File: src/include/ext_prio_pkg.sv
// Purpose: Shared constants for the extended interrupt priority select block
// Assumes: AHB-Lite slave with 32-bit data, single word transfers only
// Notes: Source index order is conversion-done, then external 4 to 7
package ext_prio_pkg;
    // Register byte offsets
    localparam logic [7:0] PRIO_SEL_OFS = 8'h00; // Priority select register
    localparam logic [7:0] ARB_STAT_OFS = 8'h04; // Arbitration status register
    localparam int ADDR_W = 8; // Decoded address bits

    // Priority select bit positions
    localparam int CONV_DONE_BIT = 1; // Conversion-done level bit
    localparam int EXT4_BIT = 2; // External interrupt 4 level bit
    localparam int EXT5_BIT = 3; // External interrupt 5 level bit
    localparam int EXT6_BIT = 4; // External interrupt 6 level bit
    localparam int EXT7_BIT = 5; // External interrupt 7 level bit
    localparam logic [7:0] PRIO_SEL_RST = 8'h00; // All sources low after reset

    // Number of sources handled here
    localparam int NUM_SRC = 5;
    localparam int ID_W = 3;

    // Status register field positions
    localparam int STAT_PEND_LSB = 0; // Pending request bits 4:0
    localparam int STAT_ID_LSB = 8; // Granted source id bits 10:8
    localparam int STAT_HIGH_BIT = 12; // Granted source is high level
    localparam int STAT_VALID_BIT = 13; // A grant is present

    // AHB transfer type codes
    localparam logic [1:0] HTRANS_NONSEQ = 2'h2;
    localparam logic [1:0] HTRANS_SEQ = 2'h3;
    localparam logic HRESP_OKAY = 1'h0;
endpackage

File: src/rtl/ext_prio_sel.sv
// Purpose: Per-source priority level select and level arbitration
// Assumes: Request inputs synchronous to ref_clk, AHB-Lite master on the bus
// Notes: Zero wait states; unmapped addresses read zero and ignore writes
// Overview of operation
// - Bit 5 sets external interrupt 7 level
// - Bit 4 sets external interrupt 6 level
// - Bit 3 sets external interrupt 5 level
// - Bit 2 sets external interrupt 4 level
// - Bit 1 sets conversion-done interrupt level
`timescale 1ns/1ps
module ext_prio_sel (
    input wire logic ref_clk, // System clock, 100 MHz
    input wire logic rstn, // Asynchronous reset, active low
    input wire logic hsel, // Slave select
    input wire logic [31:0] haddr, // Byte address
    input wire logic [1:0] htrans, // Transfer type
    input wire logic hwrite, // Write when high
    input wire logic [2:0] hsize, // Transfer size
    input wire logic [31:0] hwdata, // Write data
    input wire logic hready, // Bus ready
    output logic hreadyout, // Slave ready
    output logic [31:0] hrdata, // Read data
    output logic hresp, // Response, always OKAY
    input wire logic [4:0] reqPending, // Pending requests, index order as package
    output logic ext_irq7_level_sel, // External 7 high level
    output logic ext_irq6_level_sel, // External 6 high level
    output logic ext_irq5_level_sel, // External 5 high level
    output logic ext_irq4_level_sel, // External 4 high level
    output logic conv_done_level_sel, // Conversion-done high level
    output logic grantValid, // A request is granted
    output logic [2:0] grantId, // Granted source index
    output logic grantHigh // Granted source is high level
);
    // Reset synchroniser
    logic rstMeta_ff; // First stage
    logic rstSyncN_ff; // Released reset copy

    // Bus state
    logic wrPend_ff; // Data-phase write pending
    logic [ext_prio_pkg::ADDR_W-1:0] wrAddr_ff; // Captured write address
    logic [31:0] rdData_ff; // Registered read data
    logic readyOut_ff; // Ready output flop
    logic respCode_ff; // Response flop, held at OKAY

    // Priority select register
    logic [7:0] prioSel_ff; // Level bits
    logic [7:0] nxt_prioSel; // Next level bits

    // Arbitration result
    logic grantValid_ff; // Grant present
    logic [ext_prio_pkg::ID_W-1:0] grantId_ff; // Granted index
    logic grantHigh_ff; // Granted level

    // Release reset through two flops
    // Assert acts at once; release waits two edges to avoid a metastable exit
    always_ff @(posedge ref_clk or negedge rstn) begin
        if (!rstn) begin
            rstMeta_ff <= 1'h0;
            rstSyncN_ff <= 1'h0;
        end else begin
            rstMeta_ff <= 1'h1;
            rstSyncN_ff <= rstMeta_ff;
        end
    end

    // Address phase decode
    // Transfer size is ignored; every transfer is taken as one whole word
    wire trValid = hsel && hready && (htrans == ext_prio_pkg::HTRANS_NONSEQ || htrans == ext_prio_pkg::HTRANS_SEQ);
    wire [ext_prio_pkg::ADDR_W-1:0] aphAddr = haddr[ext_prio_pkg::ADDR_W-1:0];
    wire aphWrite = trValid && hwrite;
    wire aphRead = trValid && !hwrite;
    wire wrPrio = wrPend_ff && (wrAddr_ff == ext_prio_pkg::PRIO_SEL_OFS);

    // Level bit vector in source index order
    wire [ext_prio_pkg::NUM_SRC-1:0] srcLevel = {
        prioSel_ff[ext_prio_pkg::EXT7_BIT],
        prioSel_ff[ext_prio_pkg::EXT6_BIT],
        prioSel_ff[ext_prio_pkg::EXT5_BIT],
        prioSel_ff[ext_prio_pkg::EXT4_BIT],
        prioSel_ff[ext_prio_pkg::CONV_DONE_BIT]};

    // Only the five level bits are writable; others read zero
    // Built from the bit positions so a moved field cannot leave a stale mask
    wire [7:0] prioWrMask = (8'h01 << ext_prio_pkg::EXT7_BIT)
        | (8'h01 << ext_prio_pkg::EXT6_BIT)
        | (8'h01 << ext_prio_pkg::EXT5_BIT)
        | (8'h01 << ext_prio_pkg::EXT4_BIT)
        | (8'h01 << ext_prio_pkg::CONV_DONE_BIT);
    assign nxt_prioSel = wrPrio ? (hwdata[7:0] & prioWrMask) : prioSel_ff;

    // Requests split by level
    wire [ext_prio_pkg::NUM_SRC-1:0] highReq = reqPending & srcLevel;
    wire [ext_prio_pkg::NUM_SRC-1:0] lowReq = reqPending & ~srcLevel;
    wire anyHigh = |highReq;
    wire [ext_prio_pkg::NUM_SRC-1:0] pickSet = anyHigh ? highReq : lowReq;

    // Lowest index wins within a level
    // Walks downward so the lowest pending index writes last
    logic [ext_prio_pkg::ID_W-1:0] nxt_grantId;
    always_comb begin
        nxt_grantId = '0;
        for (int i = ext_prio_pkg::NUM_SRC - 1; i >= 0; i--) begin
            if (pickSet[i]) begin
                nxt_grantId = ext_prio_pkg::ID_W'(i);
            end
        end
    end

    // Status word
    wire [31:0] statWord = (32'(reqPending) << ext_prio_pkg::STAT_PEND_LSB)
        | (32'(grantId_ff) << ext_prio_pkg::STAT_ID_LSB)
        | (32'(grantHigh_ff) << ext_prio_pkg::STAT_HIGH_BIT)
        | (32'(grantValid_ff) << ext_prio_pkg::STAT_VALID_BIT);

    // Read data select, unmapped reads zero
    // Sampled in the address phase, so a pipelined read after a write sees the old bits
    wire [31:0] nxt_rdData = !aphRead ? 32'h0
        : (aphAddr == ext_prio_pkg::PRIO_SEL_OFS) ? {24'h0, prioSel_ff}
        : (aphAddr == ext_prio_pkg::ARB_STAT_OFS) ? statWord
        : 32'h0;

    // Bus phase tracking
    always_ff @(posedge ref_clk or negedge rstSyncN_ff) begin
        if (!rstSyncN_ff) begin
            wrPend_ff <= 1'h0;
            wrAddr_ff <= '0;
            rdData_ff <= 32'h0;
            readyOut_ff <= 1'h0;
            respCode_ff <= ext_prio_pkg::HRESP_OKAY;
        end else begin
            wrPend_ff <= aphWrite;
            wrAddr_ff <= aphAddr;
            rdData_ff <= nxt_rdData;
            readyOut_ff <= 1'h1;
            respCode_ff <= ext_prio_pkg::HRESP_OKAY;
        end
    end

    // Priority select register
    always_ff @(posedge ref_clk or negedge rstSyncN_ff) begin
        if (!rstSyncN_ff) begin
            prioSel_ff <= ext_prio_pkg::PRIO_SEL_RST;
        end else begin
            prioSel_ff <= nxt_prioSel;
        end
    end

    // Arbitration result register
    // One cycle late so the grant pins come straight from flops
    always_ff @(posedge ref_clk or negedge rstSyncN_ff) begin
        if (!rstSyncN_ff) begin
            grantValid_ff <= 1'h0;
            grantId_ff <= '0;
            grantHigh_ff <= 1'h0;
        end else begin
            grantValid_ff <= |reqPending;
            grantId_ff <= nxt_grantId;
            grantHigh_ff <= anyHigh;
        end
    end

    // Outputs from flops
    assign hreadyout = readyOut_ff;
    assign hrdata = rdData_ff;
    assign hresp = respCode_ff;
    assign ext_irq7_level_sel = prioSel_ff[ext_prio_pkg::EXT7_BIT];
    assign ext_irq6_level_sel = prioSel_ff[ext_prio_pkg::EXT6_BIT];
    assign ext_irq5_level_sel = prioSel_ff[ext_prio_pkg::EXT5_BIT];
    assign ext_irq4_level_sel = prioSel_ff[ext_prio_pkg::EXT4_BIT];
    assign conv_done_level_sel = prioSel_ff[ext_prio_pkg::CONV_DONE_BIT];
    assign grantValid = grantValid_ff;
    assign grantId = grantId_ff;
    assign grantHigh = grantHigh_ff;
endmodule // ext_prio_sel

File: config.mk
export PLATFORM = sky130hd
export DESIGN_NAME = ext_prio_sel
export DESIGN_NICKNAME = d
export VERILOG_FILES = /design/src/include/ext_prio_pkg.sv /design/src/rtl/ext_prio_sel.sv
export SDC_FILE = /design/constraint.sdc
export NUM_CORES = 1
export LEC_CHECK = 0
export BUFFER_PORTS_ARGS = -buffer_cell sky130_fd_sc_hd__buf_2
export CORE_MARGIN = 2
export CORE_UTILIZATION = 38
export CTS_BUF_LIST = sky130_fd_sc_hd__clkbuf_8
export DETAILED_ROUTE_END_ITERATION = 8
export GPL_ROUTABILITY_DRIVEN = 1
export GPL_TIMING_DRIVEN = 0
export PLACE_DENSITY = 0.81
export SLEW_MARGIN = 20
export SYNTH_ARGS = -nofsm -noshare
export SYNTH_HDL_FRONTEND = slang
export SYNTH_SLANG_ARGS = --single-unit
File: constraint.sdc
create_clock -name ref_clk -period 1.15 [get_ports ref_clk]
set_input_delay 0.115 -clock ref_clk [delete_from_list [all_inputs] [get_ports ref_clk]]
set_output_delay 0.115 -clock ref_clk [all_outputs]
set_load 0.01 [all_outputs]
==> results.json <==
{
  "port-buffer-count": 45,
  "final_nets": 282,
  "hold_end": "wrAddr_ff[2]",
  "design_area_um2": 2070,
  "cts_buffers": 5,
  "grt_pass1_vias": 1054,
  "synth_cells": 113,
  "synthTopCellsByCount": "dfrtp_1 (33), buf_4 (22), a21oi_1 (6), and2_1 (6)",
  "critPathMaxFanout": 5,
  "fmax_ghz": 0.761,
  "worstReg2RegEnd": "prioSel_ff[5]",
  "synthArstFlopShare": 1.00,
  "critPathTopFamily": "simple AND/OR/NAND/NOR gates",
  "period_needed_ns": 1.31,
  "drc": 0,
  "finalNonFillerCells": 250,
  "synth_edf_count": 0,
  "hold_violations": 0,
  "drv_slew": 0,
  "synth.most_common_cell": "dfrtp_1",
  "yosysTopAreaCell": "dfrtp_1",
  "fin_skew_ns": 0.00665,
  "p_leak_uw": 0.00107,
  "start_util": 0.407,
  "synth_top_area_frac": 0.594,
  "insertion_delay_ns": 0.27,
  "place.gp.congestion": 0.738,
  "placed_cells": 226,
  "grt_max_degree": 32,
  "coreArea_um2": 3420,
  "start_kind": "flip-flop",
  "diodes": 0,
  "n_fill_cell": 284,
  "worst_path_max_delay_cell": "dfrtp_1",
  "synthesis.area_um2": 1390,
  "tightestPinTransition_ns": 0.641,
  "crit_path_cell_trace": "nor4_2 > nand4b_1 > buf_6 > mux2_2",
  "grt_antenna_before_repair": 0,
  "cts_root_buf": "clkbuf_8",
  "holdPathStages": 1,
  "grt_first_pass_wirelength_um": 4720,
  "synth_area_leaders": "dfrtp_1 (59%), buf_4 (12%), mux2_2 (4.0%)",
  "fin_ws_ns": -0.164,
  "io_pins": 123,
  "cp_slowest_stage_delay_ns": 0.37,
  "ys_ff_latch": 33,
  "wl_met3_um": 338,
  "reg2reg_from": "wrAddr_ff[7]",
  "worst_hold_slack_ns": 0.0352,
  "yosys.cell_types.count": 30,
  "drv_cap": 0,
  "die_h_um": 64.5,
  "grt-ovfl-total": 0,
  "status": "finished, violations left",
  "highest_layer": "met4",
  "grt_use_total": 0.151,
  "viasPerCell": 4.42,
  "clock_sinks": 33,
  "reg2reg_depth": 4,
  "wl_per_cell_um": 11.7,
  "cts_max_path_buffers": 2,
  "wirelength_met1_um": 1060,
  "area_growth_pct": 48.8,
  "regToRegSetupSlack_ns": -0.16,
  "synth_ff_type": "dfrtp_1",
  "hp-class": "input port to flip-flop",
  "die_area_um2": 4160,
  "drive_gt1_frac": 0.490,
  "setup_viol": 9,
  "std_cell_rows": 21,
  "detail_route.iter0.violations": 49,
  "cts_tree": "built",
  "hpwlAfterDp_um": 2100,
  "synth.avg_cell_area_um2": 12.3,
  "cp-end-kind": "flip-flop",
  "via_count": 1106,
  "place_area_um2": 1760,
  "crit_buf_inv": 1,
  "p_per_area_nw_per_um2": 1280,
  "fin_crit_sh": 1.14,
  "hold_start": "haddr[2]",
  "critical_path_required_ns": 1.31,
  "worstSetupPathType": "flip-flop to flip-flop",
  "maxSlewHeadroom": 0.573,
  "crit_arrival_ns": 1.47,
  "final_antenna_net_count": 0,
  "violations": "setup timing",
  "wl_met2_um": 1500,
  "h-tree-depth": 2,
  "ir_drop_v": 0.000436,
  "drt_first_pass_iters": 6,
  "die_x_um": 64.5,
  "yosys_warnings": 0,
  "clk_pin_slew_ns": 0.07,
  "drt_wl_total_um": 2920,
  "rsz0062_at_grt": "yes",
  "ys_seq_area_frac": 0.594
}
## logic make-up (layout without fill, tap and decap cells)
| family | count (synthesis) | count (layout) | share of synthesized area |
|---|---|---|---|
| buffers and inverters | 26 | 95 | 0.129 |
| multiplexers | 5 | 5 | 0.0405 |
| other | 2 | 24 | 0.00540 |
| AND/OR/NAND/NOR | 32 | 32 | 0.157 |
| AO/OA/AOI/OAI | 15 | 15 | 0.0738 |
| flip-flops | 33 | 33 | 0.594 |
## state kept, by name, summed over array words and instances (netlist names)
register	flops
prioSel_ff	5
hreadyout	1
grantId	3
rstMeta_ff	1
grantValid	1
hrdata	11
grantHigh	1
rstSyncN_ff	1
wrAddr_ff	8
wrPend_ff	1
## power by group
| group | internal, µW | switching (µW) | total [µW] |
|---|---|---|---|
| clock network | 697 | 377 | 1070 |
| logic | 172 | 156 | 328 |
| registers | 1200 | 41.6 | 1240 |
| total | 2070 | 575 | 2650 |
## worst max path at each step
| stage | start | to | slack, ns | cells after the start |
|---|---|---|---|---|
| 4_1_cts | prioSel_ff[2] | grantId[0] | -0.15 | 4 |
| 6_report | wrAddr_ff[7] | prioSel_ff[5] | -0.16 | 4 |
| 3_5_place_dp | prioSel_ff[2] | grantId[2] | -0.47 | 3 |
| 3_3_place_gp | prioSel_ff[2] | grantId[2] | -0.44 | 3 |
| 5_1_grt | wrAddr_ff[7] | prioSel_ff[1] | -0.26 | 4 |
| 2_1_floorplan | prioSel_ff[2] | grantId[2] | -0.30 | 3 |
## area by class of cell
type / count / area [µm²] / area share
Buffer: 22 / 165 / 0.0798
Clock buffer: 6 / 82.6 / 0.0399
Clock inverter: 2 / 33.8 / 0.0163
Inverter: 4 / 15.0 / 0.00725
Multi-Input combinational cell: 76 / 517 / 0.250
Sequential cell: 33 / 827 / 0.399
Tap cell: 46 / 57.6 / 0.0278
Timing Repair Buffer: 61 / 373 / 0.180
## cells in the final DEF, fill, tap and decap left out, drive strengths merged, types with 2 or more instances in the layout
| master | n |
|---|---|
| conb | 24 |
| nor4 | 3 |
| buf | 75 |
| nor3 | 3 |
| and2 | 7 |
| nand4b | 2 |
| mux2 | 5 |
| clkbuf | 6 |
| nand2 | 2 |
| a21oi | 6 |
| inv | 5 |
| dlygate4sd3 | 8 |
| dfrtp | 33 |
| nand4 | 4 |
| nand3 | 5 |
## per-stage QoR
stage | util | setup TNS (ns) | setup WS [ns] | total power (µW)
after floorplan | - | -1.43 | -0.299 | 1420
after global placement | 0.514 | -7.36 | -0.441 | 1520
after detailed placement | 0.515 | -4.68 | -0.471 | 1520
after CTS | 0.585 | -1.11 | -0.149 | 2630
after global routing | 0.606 | -1.93 | -0.257 | 2780
final | 0.606 | -1.27 | -0.164 | 2650
## per-layer routing
layer,vias up,track usage
met3,4,0.0538
met1,505,0.165
met2,64,0.268
met5,-,0
met4,0,0.0559
li1,533,-
## repair_timing
action	4_1_cts	5_1_grt
hold endpoints to repair	9	0
buffers inserted	4	4
pin swaps	2	6
resized for setup	3	6
endpoints found under the setup margin	9	15
hold buffers	8	0
Note: power is estimated with default switching activity, not from simulation.
